<file path="src/rtl/nvw_map.svh">
// Constants for the wiper serial slave: address, commands, timing.
// Assumes inclusion by bare name from files under rtl/.
`ifndef NVW_MAP_SVH
`define NVW_MAP_SVH
`define NVW_ADDR_TOP 4'h5
`define NVW_CMD_LIVE 8'h11
`define NVW_CMD_STORE 8'h21
`define NVW_CMD_COPY_SL 8'h61
`define NVW_CMD_COPY_LS 8'h51
`define NVW_STORED_RESET 5'h00
`define NVW_CLK_MHZ 50
`define NVW_STORE_MS 12
`define NVW_INIT_US 20
`define NVW_STORE_CYC (`NVW_STORE_MS * 1000 * `NVW_CLK_MHZ)
`define NVW_INIT_CYC (`NVW_INIT_US * `NVW_CLK_MHZ)
`define NVW_WIPER_W 5
`endif

</file>
<file path="src/rtl/nvw_pkg.sv">
// Types shared by the wiper serial slave modules.
// Assumes nvw_map.svh is reachable on the include path.
`include "nvw_map.svh"
package nvw_pkg;
  typedef logic [`NVW_WIPER_W-1:0] nvw_wiper_type;
  typedef enum logic [2:0] {
    NVW_IDLE = 3'h0,
    NVW_ADDR = 3'h1,
    NVW_CMD = 3'h3,
    NVW_DATA = 3'h2,
    NVW_SKIP = 3'h6
  } nvw_state_type;
endpackage

</file>
<file path="src/rtl/nvw_cmd_if.sv">
// Carrier for one decoded write between the serial front end and the wiper store.
// Assumes a single clock domain on both ends.
`timescale 1ns/1ps
`default_nettype none
interface nvw_cmd_if;
  import nvw_pkg::*;
  logic valid;
  logic [7:0] cmd;
  nvw_wiper_type data;
  modport src (output valid, output cmd, output data);
  modport dst (input valid, input cmd, input data);
endinterface
`default_nettype wire

</file>
<file path="src/rtl/nvw_top.sv">
// Write-only two-wire serial slave steering a 32-position wiper.
// Assumes SCL and SDA are asynchronous pins; master owns the clock.
`timescale 1ns/1ps
`default_nettype none
`include "nvw_map.svh"
////////////////////////////////////////////////////////////////////////////////
// Function
// (RQ1) Wiper holds one of 32 taps
// (RQ2) Live write moves wiper, stored write keeps
// (RQ3) Stored write busy for 12 ms
// (RQ4) Live clears on power loss, stored keeps
// (RQ5) Power-up copies stored into live
// (RQ6) Shift, decode, steer data byte
// (RQ7) Master starts transfers and makes clock
// (RQ8) Data open-drain, clock input only
// (RQ9) START, address, command, data, STOP
// (RQ10) Both lines high means idle
// (RQ11) SDA fall with SCL high starts
// (RQ12) SDA rise with SCL high stops
// (RQ13) One bit per clock, stable high
// (RQ14) Acknowledge each byte, low in ninth; data bytes after the first one go unacked
// (RQ15) Master gives nine clocks, releases ack
// (RQ16) Eighth bit zero writes, one skips
// (RQ17) Address top nibble is 0101
// (RQ18) Select pin sets address bit zero
// (RQ19) Resistor variant address fully fixed
// (RQ20) System gives each device unique address
// (RQ21) Wiper from data bits seven to three
// (RQ22) Four command codes decoded
// (RQ23) Stored register five bits, zero shipped
// (RQ24) Power-up recall within 20 us
// (RQ25) Mismatched address ignored, no ack
// (RQ26) Skip bit leaves registers unchanged
module nvw_top #(
  parameter logic FACT_HIGH = 1'b0, // Factory high address bit
  parameter logic FACT_MID = 1'b0, // Factory mid address bit
  parameter logic FACT_LOW = 1'b0, // Factory low bit, two-terminal variant
  parameter logic USE_SELECT_PIN = 1'b1, // 1: three-terminal, pin sets bit zero
  parameter int STORE_CYC = `NVW_STORE_CYC, // Store busy cycles
  parameter int INIT_CYC = `NVW_INIT_CYC // Power-up recall cycles
) (
  input wire logic CLK, // 50 MHz clock
  input wire logic NRST, // Async reset, active low
  input wire logic SCL, // Serial clock pin
  input wire logic SDA_I, // Serial data pin level
  output logic SDA_O, // Serial data drive value
  output logic SDA_OE_N, // Low while pulling SDA
  input wire logic ADDRESS_SELECT_PIN, // Address bit zero strap
  output nvw_pkg::nvw_wiper_type WIPER, // Live wiper position
  output nvw_pkg::nvw_wiper_type STORED, // Stored position
  output logic BUSY, // Store programming in progress
  output logic INIT_DONE // Power-up recall done
);
  import nvw_pkg::*;
  ////////////////////////////////////////////////////////////////////////////////
  // Pin sampling
  logic scl_s, sda_s, sel_s;
  logic scl_q, sda_q;
  nvw_sync u_scl (.clk(CLK), .nrst(NRST), .din(SCL), .dout(scl_s)); // RQ8
  nvw_sync u_sda (.clk(CLK), .nrst(NRST), .din(SDA_I), .dout(sda_s));
  nvw_sync u_sel (.clk(CLK), .nrst(NRST), .din(ADDRESS_SELECT_PIN), .dout(sel_s));
  always_ff @(posedge CLK or negedge NRST) begin
    if (!NRST) begin
      scl_q <= 1'b1;
      sda_q <= 1'b1;
    end else begin
      scl_q <= scl_s;
      sda_q <= sda_s;
    end
  end
  wire scl_rise = scl_s && !scl_q; // RQ13
  wire scl_fall = !scl_s && scl_q;
  wire start_det = scl_s && scl_q && sda_q && !sda_s; // RQ11
  wire stop_det = scl_s && scl_q && !sda_q && sda_s; // RQ12
  ////////////////////////////////////////////////////////////////////////////////
  // Address match
  wire addr_bit0 = USE_SELECT_PIN ? sel_s : FACT_LOW; // RQ18 RQ19
  wire [6:0] own_addr = {`NVW_ADDR_TOP, FACT_HIGH, FACT_MID, addr_bit0}; // RQ17
  ////////////////////////////////////////////////////////////////////////////////
  // Byte engine
  nvw_state_type state_q, state_d;
  logic [7:0] shift_q;
  logic [3:0] bit_q;
  logic [7:0] cmd_q;
  logic skip_q;
  logic ack_q;
  logic written_q;
  wire [7:0] shift_next = {shift_q[6:0], sda_s};
  wire byte_done = scl_rise && bit_q == 4'h7;
  wire ack_slot = bit_q == 4'h8;
  // Ninth clock: counted so that the ack bit is never shifted in as data
  wire ack_end = bit_q == 4'h9;
  wire addr_ok = shift_next[7:1] == own_addr;
  nvw_cmd_if cmd_bus();
  always_comb begin
    state_d = state_q;
    case (state_q)
      NVW_IDLE: state_d = NVW_IDLE;
      NVW_ADDR: if (byte_done) state_d = addr_ok ? NVW_CMD : NVW_SKIP; // RQ25
      NVW_CMD: if (byte_done) state_d = NVW_DATA; // RQ9
      NVW_DATA: if (byte_done && written_q) state_d = NVW_SKIP;
      NVW_SKIP: state_d = NVW_SKIP;
      default: state_d = NVW_IDLE;
    endcase
    if (start_det) state_d = NVW_ADDR; // RQ11
    else if (stop_det) state_d = NVW_IDLE; // RQ12 RQ10
  end
  always_ff @(posedge CLK or negedge NRST) begin
    if (!NRST) begin
      state_q <= NVW_IDLE;
      bit_q <= '0;
      shift_q <= '0;
    end else begin
      state_q <= state_d;
      if (start_det) bit_q <= '0;
      else if (scl_fall && ack_end) bit_q <= '0; // RQ15
      else if (scl_rise && !ack_end) bit_q <= bit_q + 4'h1; // RQ13
      if (scl_rise && bit_q < 4'h8) shift_q <= shift_next; // RQ6
    end
  end
  always_ff @(posedge CLK or negedge NRST) begin
    if (!NRST) begin
      cmd_q <= '0;
      skip_q <= 1'b0;
      written_q <= 1'b0;
    end else begin
      if (start_det) written_q <= 1'b0;
      if (byte_done && state_q == NVW_ADDR) skip_q <= shift_next[0]; // RQ16
      if (byte_done && state_q == NVW_CMD) cmd_q <= shift_next; // RQ6
      if (byte_done && state_q == NVW_DATA) written_q <= 1'b1;
    end
  end
  // Only the first data byte after the command counts; later bytes are not acked
  wire data_take = byte_done && state_q == NVW_DATA && !written_q && !skip_q; // RQ26
  always_ff @(posedge CLK or negedge NRST) begin
    if (!NRST) begin
      cmd_bus.valid <= 1'b0;
      cmd_bus.cmd <= '0;
      cmd_bus.data <= '0;
    end else begin
      cmd_bus.valid <= data_take; // RQ6
      if (data_take) begin
        cmd_bus.cmd <= cmd_q; // RQ22
        cmd_bus.data <= shift_next[7:3]; // RQ21
      end
    end
  end
  ////////////////////////////////////////////////////////////////////////////////
  // Match is evaluated on the rise of bit eight; remember it for the ack fall
  logic match_q;
  always_ff @(posedge CLK or negedge NRST) begin
    if (!NRST) match_q <= 1'b0;
    else if (byte_done) match_q <= state_q != NVW_ADDR || addr_ok;
  end
  // Acknowledge drive: set on the fall ending bit eight, held across the ninth clock
  wire ack_want = match_q && (state_q == NVW_CMD || state_q == NVW_DATA); // RQ25
  always_ff @(posedge CLK or negedge NRST) begin
    if (!NRST) ack_q <= 1'b0;
    else if (start_det || stop_det) ack_q <= 1'b0;
    else if (scl_fall && bit_q == 4'h8 && !ack_q && ack_want) ack_q <= 1'b1; // RQ14
    else if (scl_fall && ack_q) ack_q <= 1'b0;
  end
  assign SDA_O = 1'b0; // RQ8
  assign SDA_OE_N = !ack_q; // RQ8
  nvw_store #(.STORE_CYC(STORE_CYC), .INIT_CYC(INIT_CYC)) u_store (
    .clk(CLK),
    .nrst(NRST),
    .cmd_in(cmd_bus),
    .wiper(WIPER),
    .stored(STORED),
    .busy(BUSY),
    .init_done(INIT_DONE)
  );
endmodule // nvw_top
`default_nettype wire

</file>
<file path="src/rtl/nvw_sync.sv">
// Two-stage synchroniser for pin inputs.
// Assumes the input is asynchronous to CLK.
`timescale 1ns/1ps
`default_nettype none
module nvw_sync (
  input wire logic clk, // Clock
  input wire logic nrst, // Reset, active low
  input wire logic din, // Asynchronous input
  output logic dout // Synchronised level
);
  logic meta_q;
  always_ff @(posedge clk or negedge nrst) begin
    if (!nrst) begin
      meta_q <= 1'b1;
      dout <= 1'b1;
    end else begin
      meta_q <= din;
      dout <= meta_q;
    end
  end
endmodule // nvw_sync
`default_nettype wire

</file>
<file path="src/rtl/nvw_store.sv">
// Wiper registers: live and stored, power-up recall, store busy timer.
// Assumes commands arrive as one-cycle valid pulses from the serial end.
`timescale 1ns/1ps
`default_nettype none
`include "nvw_map.svh"
module nvw_store #(
  parameter int STORE_CYC = `NVW_STORE_CYC,
  parameter int INIT_CYC = `NVW_INIT_CYC
) (
  input wire logic clk, // Clock
  input wire logic nrst, // Reset, active low
  nvw_cmd_if.dst cmd_in, // Decoded write
  output nvw_pkg::nvw_wiper_type wiper, // Live wiper position
  output nvw_pkg::nvw_wiper_type stored, // Stored position
  output logic busy, // Store programming in progress
  output logic init_done // Power-up recall finished
);
  import nvw_pkg::*;
  nvw_wiper_type live_q;
  // Stored value not reset by NRST: in silicon it survives power loss
  nvw_wiper_type nv_q = `NVW_STORED_RESET; // RQ23
  logic [23:0] busy_cnt_q;
  logic [15:0] init_cnt_q;
  logic init_q;
  wire is_live = cmd_in.valid && init_q && cmd_in.cmd == `NVW_CMD_LIVE;
  wire is_store = cmd_in.valid && init_q && cmd_in.cmd == `NVW_CMD_STORE;
  wire is_sl = cmd_in.valid && init_q && cmd_in.cmd == `NVW_CMD_COPY_SL;
  wire is_ls = cmd_in.valid && init_q && cmd_in.cmd == `NVW_CMD_COPY_LS;
  wire init_end = !init_q && init_cnt_q == 16'(INIT_CYC - 1);
  // Live register clears with power; stored register models retained storage
  always_ff @(posedge clk or negedge nrst) begin
    if (!nrst) begin
      live_q <= '0; // RQ4
      init_q <= 1'b0;
      init_cnt_q <= '0;
    end else begin
      if (!init_q) init_cnt_q <= init_cnt_q + 16'h0001; // RQ24
      if (init_end) begin
        init_q <= 1'b1;
        live_q <= nv_q; // RQ5
      end else if (is_live) live_q <= cmd_in.data; // RQ2
      else if (is_sl) live_q <= nv_q; // RQ22
    end
  end
  always_ff @(posedge clk) begin
    if (is_store) nv_q <= cmd_in.data; // RQ2
    else if (is_ls) nv_q <= live_q; // RQ22
  end
  always_ff @(posedge clk or negedge nrst) begin
    if (!nrst) busy_cnt_q <= '0;
    else if (is_store || is_ls) busy_cnt_q <= 24'(STORE_CYC); // RQ3
    else if (busy_cnt_q != 24'h000000) busy_cnt_q <= busy_cnt_q - 24'h000001;
  end
  assign wiper = live_q; // RQ1
  assign stored = nv_q;
  assign busy = busy_cnt_q != 24'h000000;
  assign init_done = init_q;
  // Helper for the recall bound: cycles since reset, saturating at the budget
  logic [15:0] since_rst_q;
  always_ff @(posedge clk or negedge nrst) begin
    if (!nrst) since_rst_q <= '0;
    else if (since_rst_q != 16'(INIT_CYC)) since_rst_q <= since_rst_q + 16'h0001;
  end
endmodule // nvw_store
`default_nettype wire

</file>
<file path="config.mk">
export PLATFORM = sky130hd
export DESIGN_NAME = nvw_top
export DESIGN_NICKNAME = d
export VERILOG_FILES = /design/src/rtl/nvw_pkg.sv /design/src/rtl/nvw_cmd_if.sv /design/src/rtl/nvw_top.sv /design/src/rtl/nvw_sync.sv /design/src/rtl/nvw_store.sv
export VERILOG_INCLUDE_DIRS = /design/src /design/src/rtl
export SDC_FILE = /design/constraint.sdc
export NUM_CORES = 1
export LEC_CHECK = 0
export BUFFER_PORTS_ARGS = -buffer_cell sky130_fd_sc_hd__buf_4
export CORE_UTILIZATION = 57
export CTS_BUF_LIST = sky130_fd_sc_hd__clkbuf_4 sky130_fd_sc_hd__clkbuf_8 sky130_fd_sc_hd__clkbuf_16
export CTS_CLUSTER_SIZE = 24
export DETAILED_ROUTE_END_ITERATION = 6
export PLACE_DENSITY = 0.74
export SYNTH_ARGS = -nofsm -noshare
export SYNTH_HDL_FRONTEND = slang
export SYNTH_SLANG_ARGS = --single-unit
export TNS_END_PERCENT = 20
</file>
<file path="constraint.sdc">
create_clock -name CLK -period 5.8 [get_ports CLK]
set_input_delay 0.58 -clock CLK [delete_from_list [all_inputs] [get_ports CLK]]
set_output_delay 0.58 -clock CLK [all_outputs]
set_load 0.01 [all_outputs]
</file>
==> flow_summary.yaml, run 1 <==
critical_path:
  crit_type: "reg -> out"
  cp_data_arrival_time_ns: 2.36
  crit_cells: 5
  crit_family: "simple AND/OR/NAND/NOR gates"
  ff2ff_path_depth: 5
  path_buf_inv: 2
  crit_chain: "or3_4, nor3b_4, and4_1, inv_4, buf_4"
  crit_path_start_kind: "flip-flop"
  crit_path_end_kind: "output port"
  crit_fanout: 21
  cpPeakStageDelay_ns: 0.49
  slowest_stage: "and4_1"
  critPathRequiredTime_ns: 5.22
sta:
  tns_ns: 0
  worst_pin_slew_ns: 0.8386
  skew_ns: 0.009447
  rsz0062_at_grt: "no"
  holdWs_ns: 0.1522
  min_period_over_period: 0.5075
  min_period_ns: 2.943
  final_max_slew_viol_count: 0
  slew_headroom: 0.4403
  max_freq_mhz: 339.8
  setup_viol: 0
  hold_viol: 0
die:
  placementRows: 32
  die_area_um2: 8464
  die_height_um: 92
  die_x_um: 92
  io_pins: 19
  start_util: 0.5944
  core_um2: 7767
power_and_ir_drop:
  p_switching_mw: 0.3631
  swShare: 0.2606
  clkPwrFrac: 0.325
  p_int_mw: 1.031
  p_seq_frac: 0.582
  p_per_area_nw_per_um2: 278.4
  vdd_drop_max_uv: 144.7
  comb_power_share: 0.093
  p_leak_nw: 2.381
logic_synthesis:
  yosys.area_share.adder: 0.01626
  synth_ff_type: "dfrtp_1"
  netlist_area_um2: 4617
  yosys.area_share.simple: 0.1799
  ys_seq_elements: 99
  synth_edf_count: 5
  synth_top_cell_by_area: "dfrtp_1"
  syn_nets: 405
  synth_top_family_by_area: "simple AND/OR/NAND/NOR gates"
  post_synth_xor_area_fraction: 0.04743
  async_flop_share: 0.9495
  synthDominantCellAreaShare: 0.4661
  synth_cell_types: 58
  netlist_instances: 394
  synth.area.mux_share: 0.09268
  synth_area_leaders: "dfrtp_1 47%, mux2_2 6.3%, dfstp_2 4.6%, xnor2_1 3.4%, edfxtp_1 3.3%"
  synth_compound_area_frac: 0.08997
  seq_area_frac_synth: 0.5442
  synth_area_per_cell_um2: 11.72
  yosysWarnings: 0
place:
  gp_congestion: 0.7820
  dpl.hpwl_um: 5353
  dp.cells: 501
  io_buffers: 17
global_routing:
  grt_pass1_wl_um: 13640
  grt_pass1_vias: 2929
  grt_overflow_total: 0
  grt_use_total: 0.2047
  grt_max_degree: 61
  antenna_found_initial: 0
clock_network:
  clock_path_buffers: 2
  h-tree-depth: 3
  post_cts_buffers: 0
  hold_buffers: 0
  clkTransAtPathRegs_ns: 0.10
  cts_inserted_buffers: 9
  cts.sinks: 99
  cts_tree: "done"
  cts_root_buf: "clkbuf_8"
  cts-resized-gates: 0
  worstSkewPairLatency_ns: 0.36
finish:
  fill_cells: 607
  diodes: 0
  layout-drive-gt1-share: 0.2265
  final_nets: 421
  seq_area_um2: 2512
  syn_to_final_growth_pct: 8.428
  layout_commonest_cell: "dfrtp_1"
  stdcell_count: 517
  final_cell_mix: "86 x dfrtp_1, 29 x nor2_1, 26 x mux2_2"
  multiInputGateArea_um2: 1972
route:
  avgRoutedWirePerCell_um: 14.99
  postRouteAntennaNets: 0
  drt_iter0_drc: 124
  wl_um: 7752
  viasPerCell: 5.698
  vias: 2946
  dr.pass1.iters: 4
  drc: 0
hold_path:
  hp-class: "in -> async"
flow_run:
  maxCapViolations: 0
run_status:
  status: "complete, no violations"
## cell families (layout without fill, tap and decap cells)
kind of cell,after synthesis,after routing
and+or+nand+nor,141,141
DFF,99,99
AOI/OAI and AO/OA,61,61
muxes,35,35
buffers and inverters,26,47
xor gates and xnor gates,25,25
adders and majority gates,6,6
other,1,1
## synth_stat cells (all sizes together), types with 2 or more instances
| cell type | count |
|---|---|
| buf | 9 |
| o31ai | 4 |
| or3b | 2 |
| dfstp | 8 |
| a211oi | 6 |
| nand3b | 4 |
| nor4b | 2 |
| nor2b | 6 |
| and3 | 3 |
| and4 | 4 |
| inv | 13 |
| nor2 | 29 |
| xnor2 | 18 |
| a22o | 5 |
| a31oi | 3 |
| nand4 | 8 |
| dfrtp | 86 |
| nand2 | 25 |
| o21ai | 6 |
| a21o | 7 |
| nor3b | 4 |
| xor2 | 7 |
| edfxtp | 5 |
| or4b | 2 |
| nand3 | 8 |
| a21oi | 19 |
| mux2 | 35 |
| or4 | 4 |
| a211o | 3 |
| nor4 | 6 |
| nand2b | 7 |
| ha | 6 |
| clkbuf | 4 |
| or3 | 8 |
| and2 | 2 |
| nor3 | 12 |
| a31o | 4 |
| nand4b | 2 |
## cell type report
cell class,instances,share of cell area
Timing Repair Buffer,18,0.02699
Sequential cell,99,0.5019
Clock inverter,6,0.01400
Inverter,13,0.01025
Tap cell,102,0.02549
Multi-Input combinational cell,269,0.3939
Clock buffer,10,0.02749
## flip-flops by register name, indices dropped and copies added (netlist names), 3 cells and up
register            cells
cmd_bus.cmd             8
u_store.wiper           5
u_store.stored          5
u_store.busy_cnt_q     24
shift_q                 7
bit_q                   4
u_store.init_cnt_q     16
state_q                 3
cmd_bus.data            5
cmd_q                   8
## power groups by stage
stage          combinational, mW  sequential (mW)  clock, mW
2_1_floorplan              0.107            0.801          0
3_3_place_gp               0.128            0.822          0
3_5_place_dp               0.132            0.824          0
4_1_cts                    0.133            0.811      0.468
5_1_grt                    0.150            0.823      0.490
6_report                   0.130            0.811      0.453
## metrics by stage
step	area, um2	utilization	power, mW	setup WS, ns
after floorplan	4617	-	0.9078	3.607
after global placement	4798	0.6178	0.9503	3.288
after detailed placement	4798	0.6178	0.9564	3.224
after CTS	5006	0.6445	1.412	2.858
after global routing	5006	0.6445	1.463	2.717
final	5006	0.6445	1.394	2.857
## path summary, 6_finish.rpt
check                                                        start                            endpoint  slack (ns)
worst max-delay path            u_store.busy_cnt_q[20]$_DFFE_PN0P_                                BUSY        2.86
worst max register to register          cmd_bus.cmd[3]$_DFFE_PN0P_  u_store.busy_cnt_q[15]$_DFFE_PN0P_        3.24
min in group CLK                                               SCL              u_scl.meta_q$_DFF_PN1_        0.32
worst min-delay path                                          NRST         cmd_bus.data[2]$_DFFE_PN0P_        0.15
worst min register to register              u_sda.meta_q$_DFF_PN1_                u_sda.dout$_DFF_PN1_        0.36
max in group asynchronous                                     NRST                cmd_q[0]$_DFFE_PN0P_        4.56
## per-layer routing
metal | up-vias | wire length [um] | track usage | part of all wire
li1 | 1442 | - | - | -
met1 | 1454 | 3704 | 0.2746 | 0.48
met2 | 43 | 3698 | 0.3308 | 0.48
met3 | 7 | 263 | 0.04643 | 0.034
met4 | 0 | 85 | 0.06771 | 0.011
met5 | - | 0 | 0 | 0
Note: power is estimated with default switching activity, not from simulation.
==> run 2, diff against run 1 <==
clock period = 2.8 ns   (was 5.8 ns; I/O delays follow)
==> run 2 against run 1 <==
  * Critical endpoint unchanged
  * Die area stayed put
  * Via count is 3.3% higher
  * Clock-buffer cell count stayed put
==> flow_summary.yaml, run 2 (same netlist as run 1, synthesis figures left out) <==
place:
  io_buffers: 17
  dpl.hpwl_um: 5409
  dpl_cell_area_um2: 4861
  gp_congestion: 0.7585
finish:
  final_nets: 430
  fill_cells: 611
  fin_area_um2: 5107
  registers.top_by_ff_count: "u_store.busy_cnt_q"
  largest_reg_flops: 24
  diodes: 0
  final_cell_mix: "86 x dfrtp_1, 29 x nor2_1, 26 x mux2_2"
  layout_commonest_cell: "dfrtp_1"
  layout-drive-gt1-share: 0.2335
  syn_to_final_growth_pct: 10.62
  reg_top3: "u_store.busy_cnt_q (24), u_store.init_cnt_q (16)"
sta:
  slew_headroom: 0.4905
  rsz0062_at_grt: "no"
  min_period_over_period: 0.8640
  worst_pin_slew_ns: 0.7642
  max_freq_mhz: 413.4
  tns_ns: 0
  setup_viol: 0
  min_period_ns: 2.419
  final_max_slew_viol_count: 0
  skew_ns: 0.01487
  hold_viol: 0
run_status:
  status: "complete, no violations"
critical_path:
  crit_type: "reg -> out"
  crit_fanout: 21
  worstSetupStartpoint: "u_store.busy_cnt_q[20]$_DFFE_PN0P_"
  crit_family: "simple AND/OR/NAND/NOR gates"
  cp_data_arrival_time_ns: 2.14
  crit_cells: 5
  slowest_stage: "dfrtp_1"
  ff2ff_path_depth: 5
  cpPeakStageDelay_ns: 0.42
  crit_chain: "or3_4, nor3b_4, and4_1, inv_4, buf_4"
  crit_path_start_kind: "flip-flop"
  critPathRequiredTime_ns: 2.52
  crit_path_end_kind: "output port"
  path_buf_inv: 2
  r2r-start: "u_scl.dout$_DFF_PN1_"
die:
  start_util: 0.5944
  die_height_um: 92
  core_um2: 7767
  die_area_um2: 8464
  placementRows: 32
  die_x_um: 92
  io_pins: 19
route:
  drt_iter0_drc: 140
  avgRoutedWirePerCell_um: 15.22
  drc: 0
  postRouteAntennaNets: 0
  vias: 3044
  wl_um: 8006
  viasPerCell: 5.787
  dr.pass1.iters: 4
global_routing:
  grt_overflow_total: 0
  grt_pass1_vias: 2928
  antenna_found_initial: 0
  grt_use_total: 0.2097
  grt_pass1_wl_um: 13910
  grt_max_degree: 58
clock_network:
  h-tree-depth: 3
  cts.sinks: 99
  cts_tree: "done"
  clkTransAtPathRegs_ns: 0.09
  worstSkewPairLatency_ns: 0.36
  cts_inserted_buffers: 9
  post_cts_buffers: 0
  clock_path_buffers: 2
  cts_root_buf: "clkbuf_8"
  cts-resized-gates: 0
hold_path:
  min_from: "u_scl.meta_q$_DFF_PN1_"
  worstHoldPathCells: 0
  hp-class: "reg -> reg"
power_and_ir_drop:
  vdd_drop_max_uv: 324.6
  p_leak_nw: 2.427
  p_per_area_nw_per_um2: 569.4
flow_run:
  maxCapViolations: 0
-- run 2: cell types whose count changed in the layout (fill, tap and decap cells not counted), sizes merged --
cell         before  now
buf              18   23
dlygate4sd3       0    4
clkinv            1    0
inv              15   16
-- run 2: area by class of cell --
class / instances / area [um2] / area share
sequential: 99 / 2512 / 0.4919
multi-input combinational: 269 / 1972 / 0.3861
timing repair buffer: 27 / 237.7 / 0.04655
clock buffer: 10 / 137.6 / 0.02695
tap: 102 / 127.6 / 0.02499
clock inverter: 6 / 68.82 / 0.01347
inverter: 13 / 51.30 / 0.01004
-- run 2: path summary, 6_finish.rpt --
path | slack [ns] | end
min in group asynchronous | 0.41 | u_store.wiper[2]$_DFFE_PN0P_
min reg2reg | 0.36 | u_scl.dout$_DFF_PN1_
min | 0.36 | u_scl.dout$_DFF_PN1_
max in group asynchronous | 1.67 | u_sel.dout$_DFF_PN1_
max | 0.38 | BUSY
max reg2reg | 0.52 | cmd_bus.cmd[2]$_DFFE_PN0P_
-- run 2: per-stage QoR --
step / instances / util / total power [mW] / hold WS (ns) / setup slack, ns
finish: 526 / 0.6575 / 2.908 / 0.3600 / 0.3809
global route: 526 / 0.6575 / 3.050 / 0.3641 / 0.2683
CTS: 523 / 0.6537 / 2.934 / 0.004978 / 0.3779
detailed placement: 506 / 0.6258 / 1.991 / 0.2771 / 0.5217
global placement: 506 / 0.6258 / 1.970 / 0.2724 / 0.5970
floorplan: 394 / - / 1.880 / -0.01559 / 0.7978
-- run 2: timing repair --
action,in CTS,in global routing
hold endpoints to repair,37,3
endpoints found under the setup margin,0,0
hold buffers,1,3
-- run 2: report_power, final --
group          total, mW  switching [mW]  leakage (nW)  internal, mW
clock network      0.943           0.498        0.0999         0.444
registers           1.69           0.136          1.28          1.55
logic              0.279           0.132          1.04         0.147
total               2.91           0.767          2.43          2.14
-- run 2: worst reg2reg max path, cell delays in order, from the launching register on --
cell	delay, ns
dfstp_2	0.60
nand2b_1	0.12
nor3_4	0.29
nand2_1	0.10
or3_1	0.65
mux2_4	0.42
-- run 2: metal layers --
layer  global-route usage  vias up  share of wire
li1                     -     1469              -
met3              0.05224        9          0.030
met2               0.3383       37           0.48
met5                    0        -              0
met1               0.2850     1529           0.48
met4              0.05469        0          0.012
